`src/imp_pkg.sv`:
```
// constants shared by the interrupt conditioning stage
package imp_pkg;
   // =====================================================
   // register bus geometry
   localparam int unsigned ADDR_W  = 8;
   localparam int unsigned DATA_W  = 16;
   localparam int unsigned SRC_N   = 10;

   // =====================================================
   // register offsets
   localparam logic [7:0] OFS_STATUS   = 8'h7f;
   localparam logic [7:0] OFS_MASK     = 8'h80;
   localparam logic [7:0] OFS_POLARITY = 8'h81;
   localparam logic [7:0] OFS_DEBOUNCE = 8'h82;

   // =====================================================
   // common bit layout of mask, polarity, debounce and status
   localparam int unsigned BIT_PIN4     = 9;
   localparam int unsigned BIT_SEQ      = 8;
   localparam int unsigned BIT_PIN3     = 7;
   localparam int unsigned BIT_PIN2     = 6;
   localparam int unsigned BIT_PIN1     = 5;
   localparam int unsigned BIT_INPUT8   = 4;
   localparam int unsigned BIT_INPUT7   = 3;
   localparam int unsigned BIT_LOCK     = 2;
   localparam int unsigned BIT_SHORT    = 1;
   localparam int unsigned BIT_DETECT   = 0;
   localparam int unsigned BIT_COMBINED = 10;

   // =====================================================
   // reset values
   localparam logic [9:0] RST_MASK     = 10'h3ff;
   localparam logic [9:0] RST_POLARITY = 10'h000;
   localparam logic [9:0] RST_DEBOUNCE = 10'h000;
   localparam logic [9:0] RST_FLAGS    = 10'h000;

   // =====================================================
   // debounce timing: slow sample period and stable sample count
   localparam int unsigned CLK_HZ          = 25_000_000;
   localparam int unsigned SAMPLE_PERIOD_US = 100;
   localparam int unsigned SAMPLE_CYCLES   = (CLK_HZ / 1_000_000) * SAMPLE_PERIOD_US;
   localparam int unsigned STABLE_SAMPLES  = 4;
   localparam int unsigned TICK_W          = 12;
   localparam int unsigned RUN_W           = 3;
endpackage

```
`src/imp_cond_if.sv`:
```
// carrier between the register file and the debounce filter
`timescale 1ns/1ps
interface imp_cond_if;
   logic [9:0] debounce_en;   // per source filter enable
   logic [9:0] cond;          // polarity adjusted conditions
   logic [9:0] filtered;      // conditions after optional filter
   modport ctrl (output debounce_en, output cond, input filtered);
   modport filt (input debounce_en, input cond, output filtered);
endinterface

```
`src/imp_debounce.sv`:
```
// per-source debounce filter on a slow sample tick
`timescale 1ns/1ps
module imp_debounce
   import imp_pkg::*;
(
   input  wire logic clk_i,
   input  wire logic sys_rst_i,
   input  wire logic ce_i,
   imp_cond_if.filt  cif
);
   import imp_pkg::*;

   // =====================================================
   // slow sample tick
   logic [TICK_W-1:0] tick_cnt;            // cycles since last sample
   logic [9:0]        stable;              // last accepted level per source
   logic [RUN_W-1:0]  run [SRC_N];         // samples seen differing from stable
   wire               tick = (tick_cnt == TICK_W'(SAMPLE_CYCLES - 1));

   // free running divider, so all sources share one sample grid
   always_ff @(posedge clk_i) begin
      if (sys_rst_i) begin
         tick_cnt <= '0;
      end else if (ce_i) begin
         tick_cnt <= tick ? '0 : tick_cnt + TICK_W'(1);
      end
   end

   // =====================================================
   // per source stability counters
   // a change passes only after STABLE_SAMPLES equal samples
   always_ff @(posedge clk_i) begin
      if (sys_rst_i) begin
         stable <= '0;
         for (int i = 0; i < SRC_N; i++) begin
            run[i] <= '0;
         end
      end else if (ce_i && tick) begin
         for (int i = 0; i < SRC_N; i++) begin
            if (cif.cond[i] == stable[i]) begin
               run[i] <= '0;                // glitch ended, restart
            end else if (run[i] == RUN_W'(STABLE_SAMPLES - 1)) begin
               stable[i] <= cif.cond[i];
               run[i]    <= '0;
            end else begin
               run[i] <= run[i] + RUN_W'(1);
            end
         end
      end
   end

   // bypass when the enable is clear, filtered otherwise
   assign cif.filtered = (cif.debounce_en & stable) | (~cif.debounce_en & cif.cond);
endmodule

```
`src/imp_top.sv`:
```
// interrupt mask, polarity, debounce and flag logic for ten sources
// =====================================================
//
// Decided for this implementation: the address-and-strobe port.
`timescale 1ns/1ps
module imp_top
   import imp_pkg::*;
(
   input  wire logic              clk_i,       // system clock, 25 MHz
   input  wire logic              sys_rst_i,   // synchronous reset, active high
   input  wire logic              ce_i,        // clock enable, freezes state when low
   input  wire logic [ADDR_W-1:0] addr_i,      // register address
   input  wire logic [DATA_W-1:0] wdata_i,     // write data
   input  wire logic              wr_i,        // write strobe
   input  wire logic              rd_i,        // read strobe
   output      logic [DATA_W-1:0] rdata_o,     // read data, cycle after strobe
   input  wire logic [3:0]        pin_i,       // pins one to four, asynchronous
   input  wire logic [1:0]        input_i,     // input pins seven, eight
   input  wire logic              seq_busy_i,  // write sequencer busy
   input  wire logic              lock_i,      // frequency locked loop locked
   input  wire logic              short_i,     // microphone bias short circuit
   input  wire logic              detect_i,    // microphone bias current detect
   output      logic              irq_o        // level interrupt, active high
);
   import imp_pkg::*;

   // =====================================================
   // registers
   logic [9:0] interrupt_mask;          // 1 suppresses a source
   logic [9:0] interrupt_polarity;      // 1 selects active low
   logic [9:0] interrupt_debounce;      // 1 enables the filter
   logic [9:0] flags;                   // sticky source flags
   logic [9:0] sync_a;                  // first synchroniser stage
   logic [9:0] sync_b;                  // second synchroniser stage
   logic [9:0] raw;                     // source levels in bit layout

   imp_cond_if cif ();

   // =====================================================
   // source gathering into the shared bit order
   // pins are assembled before synchronising so every bit gets two stages
   always_comb begin
      raw              = '0;
      raw[BIT_PIN4]    = pin_i[3];
      raw[BIT_SEQ]     = seq_busy_i;
      raw[BIT_PIN3]    = pin_i[2];
      raw[BIT_PIN2]    = pin_i[1];
      raw[BIT_PIN1]    = pin_i[0];
      raw[BIT_INPUT8]  = input_i[1];
      raw[BIT_INPUT7]  = input_i[0];
      raw[BIT_LOCK]    = lock_i;
      raw[BIT_SHORT]   = short_i;
      raw[BIT_DETECT]  = detect_i;
   end

   // two flop synchroniser; only sync_b is read by logic
   always_ff @(posedge clk_i) begin
      if (sys_rst_i) begin
         sync_a <= '0;
         sync_b <= '0;
      end else if (ce_i) begin
         sync_a <= raw;
         sync_b <= sync_a;
      end
   end

   // =====================================================
   // polarity and filter
   // xor flips active low sources so the filter and flags see "true" as one
   assign cif.cond        = sync_b ^ interrupt_polarity;
   assign cif.debounce_en = interrupt_debounce;

   imp_debounce u_debounce (
      .clk_i     (clk_i),
      .sys_rst_i (sys_rst_i),
      .ce_i      (ce_i),
      .cif       (cif)
   );

   // =====================================================
   // bus decode
   wire hit_status   = (addr_i == OFS_STATUS);
   wire hit_mask     = (addr_i == OFS_MASK);
   wire hit_polarity = (addr_i == OFS_POLARITY);
   wire hit_debounce = (addr_i == OFS_DEBOUNCE);
   wire wr_status    = wr_i && hit_status;
   wire [9:0] clear  = wr_status ? wdata_i[9:0] : 10'h000;

   // flags: level triggered, a set in the clear cycle wins
   wire [9:0] next_flags = (flags & ~clear) | cif.filtered;
   wire       combined   = |flags;
   wire [9:0] pending    = flags & ~interrupt_mask;

   // read mux, unmapped and reserved bits give zero
   logic [DATA_W-1:0] next_rdata;
   always_comb begin
      next_rdata = '0;
      if (hit_status) begin
         next_rdata[9:0]          = flags;
         next_rdata[BIT_COMBINED] = combined;
      end else if (hit_mask) begin
         next_rdata[9:0] = interrupt_mask;
      end else if (hit_polarity) begin
         next_rdata[9:0] = interrupt_polarity;
      end else if (hit_debounce) begin
         next_rdata[9:0] = interrupt_debounce;
      end
   end

   // =====================================================
   // configuration registers
   always_ff @(posedge clk_i) begin
      if (sys_rst_i) begin
         interrupt_mask     <= RST_MASK;
         interrupt_polarity <= RST_POLARITY;
         interrupt_debounce <= RST_DEBOUNCE;
      end else if (ce_i && wr_i) begin
         if (hit_mask) begin
            interrupt_mask <= wdata_i[9:0];
         end
         if (hit_polarity) begin
            interrupt_polarity <= wdata_i[9:0];
         end
         if (hit_debounce) begin
            interrupt_debounce <= wdata_i[9:0];
         end
      end
   end

   // =====================================================
   // flags and read data
   // sequencer flag may toggle under busy reads; software must not trust it
   always_ff @(posedge clk_i) begin
      if (sys_rst_i) begin
         flags   <= RST_FLAGS;
         rdata_o <= '0;
      end else if (ce_i) begin
         flags   <= next_flags;
         rdata_o <= rd_i ? next_rdata : '0;
      end
   end

   // interrupt output from registered flags and mask
   assign irq_o = |pending;
endmodule

```
`config.mk`:
```
export PLATFORM = sky130hd
export DESIGN_NAME = imp_top
export DESIGN_NICKNAME = d
export VERILOG_FILES = /design/src/imp_pkg.sv /design/src/imp_cond_if.sv /design/src/imp_debounce.sv /design/src/imp_top.sv
export SDC_FILE = /design/constraint.sdc
export NUM_CORES = 1
export LEC_CHECK = 0
export ABC_AREA = 1
export BUFFER_PORTS_ARGS = -buffer_cell sky130_fd_sc_hd__buf_2
export CAP_MARGIN = 20
export CORE_UTILIZATION = 50
export DETAILED_ROUTE_END_ITERATION = 8
export GPL_TIMING_DRIVEN = 1
export HOLD_SLACK_MARGIN = 0.02
export PLACE_DENSITY = 0.74
export SLEW_MARGIN = 20
export SYNTH_ARGS = -nofsm -noshare
export SYNTH_HDL_FRONTEND = slang
export SYNTH_SLANG_ARGS = --single-unit
export TNS_END_PERCENT = 100
```
`constraint.sdc`:
```
create_clock -name clk_i -period 3.6 [get_ports clk_i]
set_clock_uncertainty 0.15 [all_clocks]
set_input_delay 0.72 -clock clk_i [delete_from_list [all_inputs] [get_ports clk_i]]
set_output_delay 0.72 -clock clk_i [all_outputs]
set_load 0.05 [all_outputs]
```
After elaboration in Yosys (flattened, before gate mapping)
Memory sizes are Yosys's and may differ from the RTL's. Index checks and enable logic that the tools add are counted.

Register bits after elaboration: 98. Memory bits (writable): 30. Output and inout bits: 17. Memories: 1.

Memories: u_debounce.run (depth 10, width 3, rd ports 10, clocked after memory_dff 0, write ports 10, RTL line imp_debounce.sv:17) `logic [RUN_W-1:0] run [SRC_N];`.

$add $sub $neg: 11. Equality and inequality tests: 25. Muxes and demuxes: 180. Bitwise gates (word level): 50. Reductions and logical operators: 18.

Operators by type and width (number): $mux 1 (143); $mux 3 (30); $mux 10 (5); $and 10x10->10 (4); $add 3x1->3 const B (10); $eq 3x2->1 const B (10); $not 10->10 (3); $or 1x1->1 (30); $reduce_and 3->1 (10); $eq 8x8->1 const B (3); $or 10x10->10 (2); $reduce_or 10->1 (2); $add 12x1->12 const B (1); $eq 12x12->1 const B (1); $mux 12 (1); $mux 11 (1); $eq 1x1->1 (10); $not 1->1 (10); $xor 10x10->10 (1); $eq 8x7->1 const B (1); $reduce_and 2->1 (3); $logic_and 1x1->1 (3).

Longest topological paths before layout
Gate-level depths: netlist (run 1).

Depth in word-level cells: 9. Gate-level depth with buffers: 9. Mapped depth without buffers: 8.

By module
Synthesis (run 1) repeated with hierarchy kept, for this count alone.

Cells, all modules: 803. Area, all modules: 5957.0 µm².

Modules (own cells, without submodules): imp_top (instances 1, cells an instance 471, area each 3276.9 µm²); imp_debounce (instances 1, cells an instance 332, area each 2680.1 µm²).

Worst setup path after synthesis (run 1)
No wires, ideal clock.

Path kind: reg-to-output. Start point: reg flags[0]. End point: out irq_o. Arrival time: 0.971 ns. Required time: 2.730 ns. Slack: 1.759 ns. Stages on the path, launching flop included: 5. Cells stage by stage: dfxtp_1 > inv_1 > nor2_1 > nor4_1 > nand2_1.

Longest elaborated chain between the ends: 2.

RTL lines: from (decl) (RTL line imp_top.sv:32) `logic [9:0] flags;`; from (signal assigned) (RTL line imp_top.sv:138) `flags <= next_flags;`; $and 10x10->10 (RTL line imp_top.sv:92) `wire [9:0] pending = flags & ~interrupt_mask;`; $reduce_or 10->1 (RTL line imp_top.sv:144) `assign irq_o = |pending;`; to (decl) (RTL line imp_top.sv:23) `output logic irq_o`.

No other way between the ends.

Worst setup path after layout (run 1)
Start point: reg flags[6]. End point: out irq_o.

Same word-level chain as after synthesis.

==> impl_metrics.yaml, run 1 <==
clock_network:
  cts_setup_buffers: 0
  cts_hold_buf: 0
  cts_made_buffers: 17
  cts_resized: 0
  cts_tree: "yes"
  cts_htree_levels: 4
  cts_root_buffer: "clkbuf_16"
  cts_buffer_depth: 2
  cts_sinks: 123
  clkLatencyLatePin_ps: 410
  clk_pin_slew_ps: 60
finish:
  fin_area_sq_um: 7170
  largest_reg_flops: 30
  top_regs: "u_debounce.run x30, u_debounce.tick_cnt x12, rdata_o x11"
  layout_commonest_cell: "nand2_1"
  largest-register: "u_debounce.run"
  layout_common_cells: "164 x nand2_1, 98 x nor2_1, 95 x inv_1, 93 x dfxtp_1, 58 x a21oi_1"
  area_growth_pct: 15.1
  drive_above_1_share_pct: 16.0
  fill_cells: 1091
  diodes: 0
  nets: 903
yosys:
  synth-seq-area-share_pct: 44.4
  synth_cells: 805
  synth.distinct_cells: 35
  synth-seq-cells: 123
  syn_area_sq_um: 6230
  yosys_warnings: 0
  syn_avg_cell_area_sq_um: 7.74
critical_path:
  critPathCaptureType: "output pin"
  arrival_ps: 1510
  critPathMaxFanout: 3
  ff2ff_path_depth: 6
  worstPathRequired_ps: 2730
  startpoint_type: "flip-flop"
  rr_startpoint: "u_debounce.tick_cnt[0]"
  crit_type: "reg2out"
  rrSetupSlack_ps: 1320
  crit_end: "irq_o"
  startpoint: "flags[6]"
  timing.rr.end: "u_debounce.run[0][28]"
floorplanning:
  num_rows: 40
  io_pins: 56
  core_region_area_sq_um: 12100
  initial_utilization_pct: 51.6
  die_x_microns: 114
  die-area_sq_um: 12900
  die_y_microns: 114
worst_hold_path:
  hp-class: "reg2reg"
timing:
  tightest_slew_ps: 913
  finalMaxSlewViolations: 0
  period_share_pct: 66.0
  setup_tns_ps: 0
  finalHoldViolations: 0
  fmax_mhz: 421
  slew_headroom_pct: 38.9
  finalCriticalPeriod_ps: 2380
  rsz0062_at_grt: "false"
  final-setup-viol-count: 0
routing:
  routed_wl_microns: 13500
  routedWlPerCell_microns: 13.2
  dr.pass1.iters: 5
  viasPerCell: 5.14
  drt_iter0_drc: 322
  vias: 5262
  final_antenna_net_count: 0
  drcViolationCount: 0
power:
  power_frac_comb_pct: 6.1
  sw_frac_of_total_pct: 22.6
  clockPowerShare_pct: 51.1
  peakVddDrop_v: 0.000401
  seq_power_share_pct: 42.8
  total_power_mw: 3.44
  power.density_nw_per_um2: 480
  power_leakage_nw: 3.04
  internal_power_mw: 2.66
  p_switching_uw: 777
global_routing:
  grt_first_pass_wirelength_microns: 23300
  grt_pass1_vias: 5094
  grt_max_degree: 48
  grt_overflow: 0
  antenna_found_initial: 0
  grt_util_all_layers_pct: 22.7
placed_design:
  gp_congestion: 0.879
  dp_hpwl_microns: 9420
  portBuffers: 44
  post_dp_cell_area_sq_um: 6540
job:
  cap_violations: 0
run_status:
  status: "finished, final reports clean"
per-stage QoR:
step / util [%] / hold WS (ps) / std cells / worst slack (ps)
after floorplan: - / 296 / 809 / 1760
after global placement: 54.2 / 310 / 992 / 1000
after detailed placement: 54.2 / 313 / 992 / 987
after CTS: 59.4 / 322 / 1024 / 1260
after global routing: 59.4 / 345 / 1024 / 1040
final: 59.4 / 323 / 1024 / 1220
layout make-up:
type	count	area (sq um)	share of cell area (%)
timing repair buffer	55	303	4.22
multi-input combinational	547	2890	40.3
clock inverter	8	72.6	1.01
tap	168	210	2.93
clock buffer	24	557	7.77
sequential	123	2760	38.5
inverter	99	372	5.18
cells by family (layout without fill, tap and decap cells):
| kind of cell | after synthesis | count (layout) | share of synthesized area, % |
|---|---|---|---|
| other cells | 1 | 5 | 0.0602 |
| simple gates | 391 | 391 | 30.7 |
| flops | 123 | 123 | 44.4 |
| compound gates | 125 | 125 | 10.6 |
| xor+xnor | 5 | 5 | 0.703 |
| buf+inv | 139 | 186 | 9.42 |
| fa+ha+maj | 21 | 21 | 4.22 |
cell usage after synthesis (all sizes together):
cell	instances	area share (%)
or2	6	0.64
o22ai	3	0.30
xnor2	3	0.42
o211ai	10	1.2
buf	24	2.5
a31oi	1	0.10
nor2	102	6.3
xor2	2	0.28
nand4	17	1.7
a22oi	1	0.12
dfxtp	93	30
a21oi	58	4.7
nor3	31	4.5
o21ai	52	4.2
edfxtp	30	14
nand3	44	3.7
nor4	2	0.20
conb	1	0.060
clkbuf	16	0.96
nand3b	10	1.2
nor3b	12	2.3
inv	99	6.0
ha	21	4.2
nand2	167	10
routing by layer:
metal / up-vias / wire, microns / track usage [%] / part of all wire, %
li1: 2705 / - / - / -
met1: 2424 / 6370 / 29.4 / 47
met2: 119 / 6480 / 38.2 / 48
met3: 14 / 534 / 4.62 / 3.9
met4: 0 / 149 / 7.11 / 1.1
met5: - / 0 / 0 / 0
power groups by stage:
| stage | logic [mW] | clock network (mW) | registers (mW) |
|---|---|---|---|
| floorplan | 0.151 | 0 | 1.49 |
| global placement | 0.202 | 0 | 1.50 |
| detailed placement | 0.205 | 0 | 1.50 |
| CTS | 0.209 | 1.78 | 1.47 |
| global route | 0.236 | 1.84 | 1.48 |
| finish | 0.209 | 1.76 | 1.47 |
critical path: stages, from the launching register on:
cell	delay, ps
dfxtp_1	360
inv_1	70
o22ai_1	260
nor3_1	80
nand2_1	70
buf_2	250
how the worst min path moves through the flow:
| stage | end | cells past startpoint | slack, ps | from |
|---|---|---|---|---|
| 2_1_floorplan | u_debounce.tick_cnt[8] | 2 | 300 | u_debounce.tick_cnt[8] |
| 3_3_place_gp | sync_b[6] | 2 | 310 | sync_a[6] |
| 3_5_place_dp | cif.debounce_en[6] | 2 | 310 | cif.debounce_en[6] |
| 4_1_cts | cif.debounce_en[6] | 2 | 320 | cif.debounce_en[6] |
| 5_1_grt | u_debounce.tick_cnt[8] | 2 | 340 | u_debounce.tick_cnt[8] |
| 6_report | cif.debounce_en[6] | 2 | 320 | cif.debounce_en[6] |
(Power assumes the default switching activity.)
==> inputs of run 2 (changes only) <==
--- a/config.mk
+++ b/config.mk
@@ -5,7 +5,7 @@
 export SDC_FILE = /design/constraint.sdc
 export NUM_CORES = 1
 export LEC_CHECK = 0
-export ABC_AREA = 1
+export ABC_AREA = 0
 export BUFFER_PORTS_ARGS = -buffer_cell sky130_fd_sc_hd__buf_2
 export CAP_MARGIN = 20
 export CORE_UTILIZATION = 50
==> constraint.sdc (replaced) <==
create_clock -name clk_i -period 2.2 [get_ports clk_i]
set_clock_uncertainty 0.15 [all_clocks]
set_input_delay 0.44 -clock clk_i [delete_from_list [all_inputs] [get_ports clk_i]]
set_output_delay 0.44 -clock clk_i [all_outputs]
set_load 0.05 [all_outputs]
==> impl_metrics.yaml, run 2 <==
yosys:
  yosys.area.top_type: "dfxtp_1"
  synthTopCellsByArea: "dfxtp_1 33%, edfxtp_1 16%, nor2_1 7.5%"
  synth-seq-area-share_pct: 48.7
  synth-edff-count: 30
  synth_cells: 573
  yosys_warnings: 0
  synth_top_area_share_pct: 32.8
  synth-seq-cells: 123
  syn_area_sq_um: 5680
  yosys.cell_count.top_type: "nor2_1"
  syn_avg_cell_area_sq_um: 9.91
  async_flop_share_pct: 0
  synth.distinct_cells: 44
  synthFlopType: "dfxtp_1"
  synth_commonest_cells: "114 x nor2_1, 93 x dfxtp_1, 41 x mux2i_1"
routing:
  dr.pass1.iters: 5
  routedWlPerCell_microns: 16.4
  final_antenna_net_count: 0
  vias: 4311
  viasPerCell: 5.56
  drcViolationCount: 0
  routed_wl_microns: 12700
  drt_iter0_drc: 276
power:
  power.density_nw_per_um2: 827
  power_leakage_nw: 2.87
  peakVddDrop_v: 0.000703
timing:
  whs_ps: 112
  finalMaxSlewViolations: 0
  final-setup-viol-count: 1
  rsz0062_at_grt: "true"
  fin_ws_ps: -26.0
  period_share_pct: 101
  fmax_mhz: 449
  finalHoldViolations: 0
  tightest_slew_ps: 985
  slew_headroom_pct: 34.1
  finalCriticalPeriod_ps: 2230
floorplanning:
  core_region_area_sq_um: 10900
  die_y_microns: 109
  die-area_sq_um: 11800
  io_pins: 56
  initial_utilization_pct: 51.9
  num_rows: 38
  die_x_microns: 109
critical_path:
  critPathMaxFanout: 3
  startpoint: "flags[2]"
  crit_type: "reg2out"
  worstPathBufferInverterCount: 2
  critPathCaptureType: "output pin"
  arrival_ps: 1640
  timing.rr.end: "u_debounce.run[0][8]"
  slowest_stage: "or4_4"
  rrSetupSlack_ps: 230
  slowest_delay_ps: 540
  crit_chain: "inv_1 > o22ai_1 > or4_4 > buf_8"
  startpoint_type: "flip-flop"
  worstPathRequired_ps: 1610
  crit_end: "irq_o"
  cp.depth: 4
  rr_startpoint: "u_debounce.tick_cnt[0]"
  ff2ff_path_depth: 5
  crit_family: "simple AND/OR/NAND/NOR gates"
finish:
  top_regs: "u_debounce.run x30, u_debounce.tick_cnt x12, rdata_o x11"
  largest-register: "u_debounce.run"
  nets: 684
  largest_reg_flops: 30
  layout_commonest_cell: "nor2_1"
  fill_cells: 892
  diodes: 0
  drive_above_1_share_pct: 18.1
  layout_common_cells: "114 x nor2_1, 90 x dfxtp_1, 43 x buf_2, 41 x mux2i_1, 35 x inv_1"
  fin_util_pct: 61.5
  area_growth_pct: 18.4
clock_network:
  cts_buffer_depth: 2
  cts_tree: "yes"
  cts_root_buffer: "clkbuf_16"
  cts_hold_buf: 0
  cts_sinks: 123
  clk_pin_slew_ps: 50
  clkLatencyLatePin_ps: 410
  cts_htree_levels: 4
  cts_made_buffers: 17
global_routing:
  grt_util_all_layers_pct: 23.3
  grt_overflow: 0
  grt_pass1_vias: 4197
  grt_max_degree: 39
  antenna_found_initial: 0
  grt_first_pass_wirelength_microns: 20500
placed_design:
  dp_slack_ps: 113
  gp_congestion: 0.859
  dp_hpwl_microns: 8700
  portBuffers: 44
job:
  cap_violations: 0
run_status:
  violations: "setup timing"
  status: "complete, but fails checks"
worst_hold_path:
  hp-class: "in2reg"
## run 2: changes by cell type after synthesis, moves of 15 or more
| cell | previous run | this run |
|---|---|---|
| mux2i_1 | 0 | 41 |
| o21ai_0 | 51 | 0 |
| nor3_2 | 20 | 0 |
| inv_1 | 95 | 36 |
| nand3_1 | 42 | 4 |
| xnor2_1 | 3 | 18 |
| nand2_1 | 164 | 6 |
| a21oi_1 | 58 | 26 |
| nor2_1 | 98 | 114 |
## run 2: logic make-up after synthesis
kind of cell,count (synthesis),synth area share (%)
other,1,0.0660
xor gates and xnor gates,31,4.78
buffers and inverters,70,5.62
adders and majority gates,21,4.63
AOI/OAI and AO/OA,78,10.2
DFF,123,48.7
and+or+nand+nor,208,18.8
muxes,41,7.23
## run 2: per-layer routing
layer	global-route usage [%]	vias up	share of wire, %
li1	-	2124	-
met1	28.9	2010	44
met2	37.5	155	47
met3	6.87	22	6.1
met4	9.85	0	2.3
met5	0	-	0
## run 2: report_power, final
group	switching, mW	leakage [nW]	internal [mW]
Combinational	0.190	1.53	0.116
Sequential	0.0331	1.04	2.37
Clock	0.938	0.309	1.91
## run 2: area by class of cell
type,count,area [sq um],area share [%]
flip-flops and latches,123,2770,41.2
multi-input cells,384,2640,39.2
clock buffers,25,538,8.01
repair buffers,62,390,5.81
well taps,140,175,2.61
inverters,36,135,2.01
clock inverters,6,80.1,1.19
## run 2: worst min-delay path by stage
stage / from / endpoint / slack, ps / depth (start not counted)
detailed placement: rdata_o[5] / rdata_o[5] / 320 / 1
floorplan: flags[7] / rdata_o[7] / 310 / 1
finish: short_i / sync_a[1] / 110 / 3
CTS: short_i / sync_a[1] / 110 / 3
global route: detect_i / sync_a[0] / 120 / 3
global placement: flags[7] / rdata_o[7] / 310 / 1
## run 2: what timing repair did
item	in CTS	in global routing
endpoints found under the setup margin	1	7
cloned	0	0
setup buffers	2	0
resized for setup	10	1
pin swaps	2	1
## run 2: through the flow
stage	instance area (sq um)	power (mW)	setup TNS, ps	std cells
after global placement	6050	2.74	0	743
after floorplan	5690	2.65	0	577
after detailed placement	6050	2.75	0	743
after global routing	6720	5.73	-75.6	776
after CTS	6710	5.59	-109	776
final	6720	5.56	-26.0	776
## run 2: worst register-to-register path, stage by stage, from the launching register on
cell and delay (ps):
dfxtp_1 360, ha_1 210, and4_1 280, nand4_4 230, or3_1 450, nor2_1 130
==> inputs of run 3 (changes only) <==
--- a/config.mk
+++ b/config.mk
@@ -13,6 +13,8 @@
 export GPL_TIMING_DRIVEN = 1
 export HOLD_SLACK_MARGIN = 0.02
 export PLACE_DENSITY = 0.74
+export RECOVER_POWER = 25
+export SKIP_CTS_REPAIR_TIMING = 1
 export SLEW_MARGIN = 20
 export SYNTH_ARGS = -nofsm -noshare
 export SYNTH_HDL_FRONTEND = slang
==> constraint.sdc (replaced) <==
create_clock -name clk_i -period 2.2 [get_ports clk_i]
set_clock_uncertainty 0.15 [all_clocks]
set_input_delay 0.11 -clock clk_i [delete_from_list [all_inputs] [get_ports clk_i]]
set_output_delay 0.11 -clock clk_i [all_outputs]
set_load 0.05 [all_outputs]
==> impl_metrics.yaml, run 3 (synthesized netlist as in run 2, its figures left out) <==
clock_network:
  cts_sinks: 123
  cts_htree_levels: 4
  clkLatencyLatePin_ps: 410
  cts_root_buffer: "clkbuf_16"
  clk_pin_slew_ps: 50
  cts_buffer_depth: 2
  cts_made_buffers: 17
  cts_tree: "yes"
power:
  power_leakage_nw: 2.91
  total_power_mw: 5.55
  internal_power_mw: 4.39
  power_frac_comb_pct: 6.1
  peakVddDrop_v: 0.000676
  seq_power_share_pct: 43.4
  p_switching_mw: 1.16
  clockPowerShare_pct: 50.5
  power.density_nw_per_um2: 809
  sw_frac_of_total_pct: 20.9
timing:
  tightest_slew_ps: 994
  setup_tns_ps: 0
  period_share_pct: 92.5
  finalHoldViolations: 0
  finalMaxSlewViolations: 0
  slew_headroom_pct: 33.5
  rsz0062_at_grt: "false"
  finalCriticalPeriod_ps: 2040
  final-setup-viol-count: 0
  fmax_mhz: 491
worst_hold_path:
  min_from: "ce_i"
  whs_path_depth: 4
  hp-class: "in2reg"
routing:
  dr.pass1.iters: 5
  viasPerCell: 5.56
  routedWlPerCell_microns: 16.2
  routed_wl_microns: 13000
  final_antenna_net_count: 0
  drcViolationCount: 0
  vias: 4439
  drt_iter0_drc: 310
global_routing:
  grt_max_degree: 36
  grt_first_pass_wirelength_microns: 20200
  antenna_found_initial: 0
  grt_pass1_vias: 4290
  grt_overflow: 0
  grt_util_all_layers_pct: 22.7
critical_path:
  arrival_ps: 1780
  ff2ff_path_depth: 4
  crit_type: "reg2out"
  crit_chain: "inv_1 > a22oi_1 > o221ai_1 > or4_1 > buf_2"
  slowest_stage: "or4_1"
  slowest_delay_ps: 420
  critPathMaxFanout: 3
  rr_startpoint: "u_debounce.tick_cnt[0]"
  critPathCaptureType: "output pin"
  worstPathRequired_ps: 1940
  startpoint_type: "flip-flop"
  startpoint: "interrupt_mask[8]"
finish:
  largest-register: "u_debounce.run"
  area_growth_pct: 20.8
  fin_util_pct: 62.7
  layout_common_cells: "114 x nor2_1, 93 x dfxtp_1, 41 x mux2i_1, 38 x buf_2, 36 x inv_1"
  drive_above_1_share_pct: 14.3
  layout_commonest_cell: "nor2_1"
  largest_reg_flops: 30
  top_regs: "u_debounce.run x30, u_debounce.tick_cnt x12, rdata_o x11"
  multi_input_area_sq_um: 2620
  fill_cells: 894
  seq_area_sq_um: 2760
  diodes: 0
  nets: 705
floorplanning:
  die_x_microns: 109
  core_region_area_sq_um: 10900
  num_rows: 38
  initial_utilization_pct: 51.9
  io_pins: 56
  die-area_sq_um: 11800
  die_y_microns: 109
run_status:
  status: "finished, final reports clean"
placed_design:
  dp_hpwl_microns: 8610
  portBuffers: 44
  gp_congestion: 0.855
job:
  cap_violations: 0
==> run 3: cell count changes in the layout (fill, tap and decap cells not counted), sizes merged <==
cell / before / now
bufinv: 2 / 4
clkinv: 4 / 6
dlygate4sd3: 0 / 24
clkbuf: 25 / 30
buf: 62 / 51
==> run 3: path summary, 6_finish.rpt <==
kind | slack (ps) | to
worst max register to register | 180 | u_debounce.run[0][21]
worst max-delay path | 160 | irq_o
worst min-delay path | 90 | u_debounce.tick_cnt[0]
worst min register to register | 340 | rdata_o[7]
==> run 3: per-layer routing <==
layer / wire, microns / global-route usage [%]
met1: 5700 / 28.0
met2: 6280 / 37.0
met3: 742 / 5.79
met4: 240 / 10.4
met5: 0 / 0
==> run 3: worst max-delay path: cells and delay by family, from the launching register on <==
| kind | cells | cell delay [ps] |
|---|---|---|
| AND/OR/NAND/NOR | 1 | 420 |
| AO/OA/AOI/OAI | 2 | 360 |
| flip-flops | 1 | 310 |
| buffers and inverters | 2 | 280 |
==> run 3: area by class of cell <==
| cell class | instances | share of cell area [%] |
|---|---|---|
| clock buffers | 22 | 6.48 |
| clock inverters | 10 | 2.15 |
| inverters | 36 | 1.97 |
| multi-input cells | 384 | 38.2 |
| flip-flops and latches | 123 | 40.3 |
| well taps | 140 | 2.55 |
| repair buffers | 83 | 8.34 |
==> run 3: power groups by stage <==
stage	clock network [mW]	registers (mW)	logic [mW]
6_report	2.80	2.40	0.340
5_1_grt	2.92	2.41	0.373
3_5_place_dp	0	2.45	0.299
2_1_floorplan	0	2.44	0.209
4_1_cts	2.82	2.40	0.304
3_3_place_gp	0	2.45	0.288
==> run 3: per-stage QoR <==
| stage | worst slack (ps) | hold WS, ps | instances | area, sq um |
|---|---|---|---|---|
| 6_report | 165 | 94.9 | 798 | 6860 |
| 3_5_place_dp | 108 | 207 | 742 | 6030 |
| 4_1_cts | 82.6 | -210 | 774 | 6620 |
| 3_3_place_gp | 187 | 195 | 742 | 6030 |
| 2_1_floorplan | 307 | 104 | 577 | 5690 |
| 5_1_grt | 39.1 | 122 | 798 | 6860 |
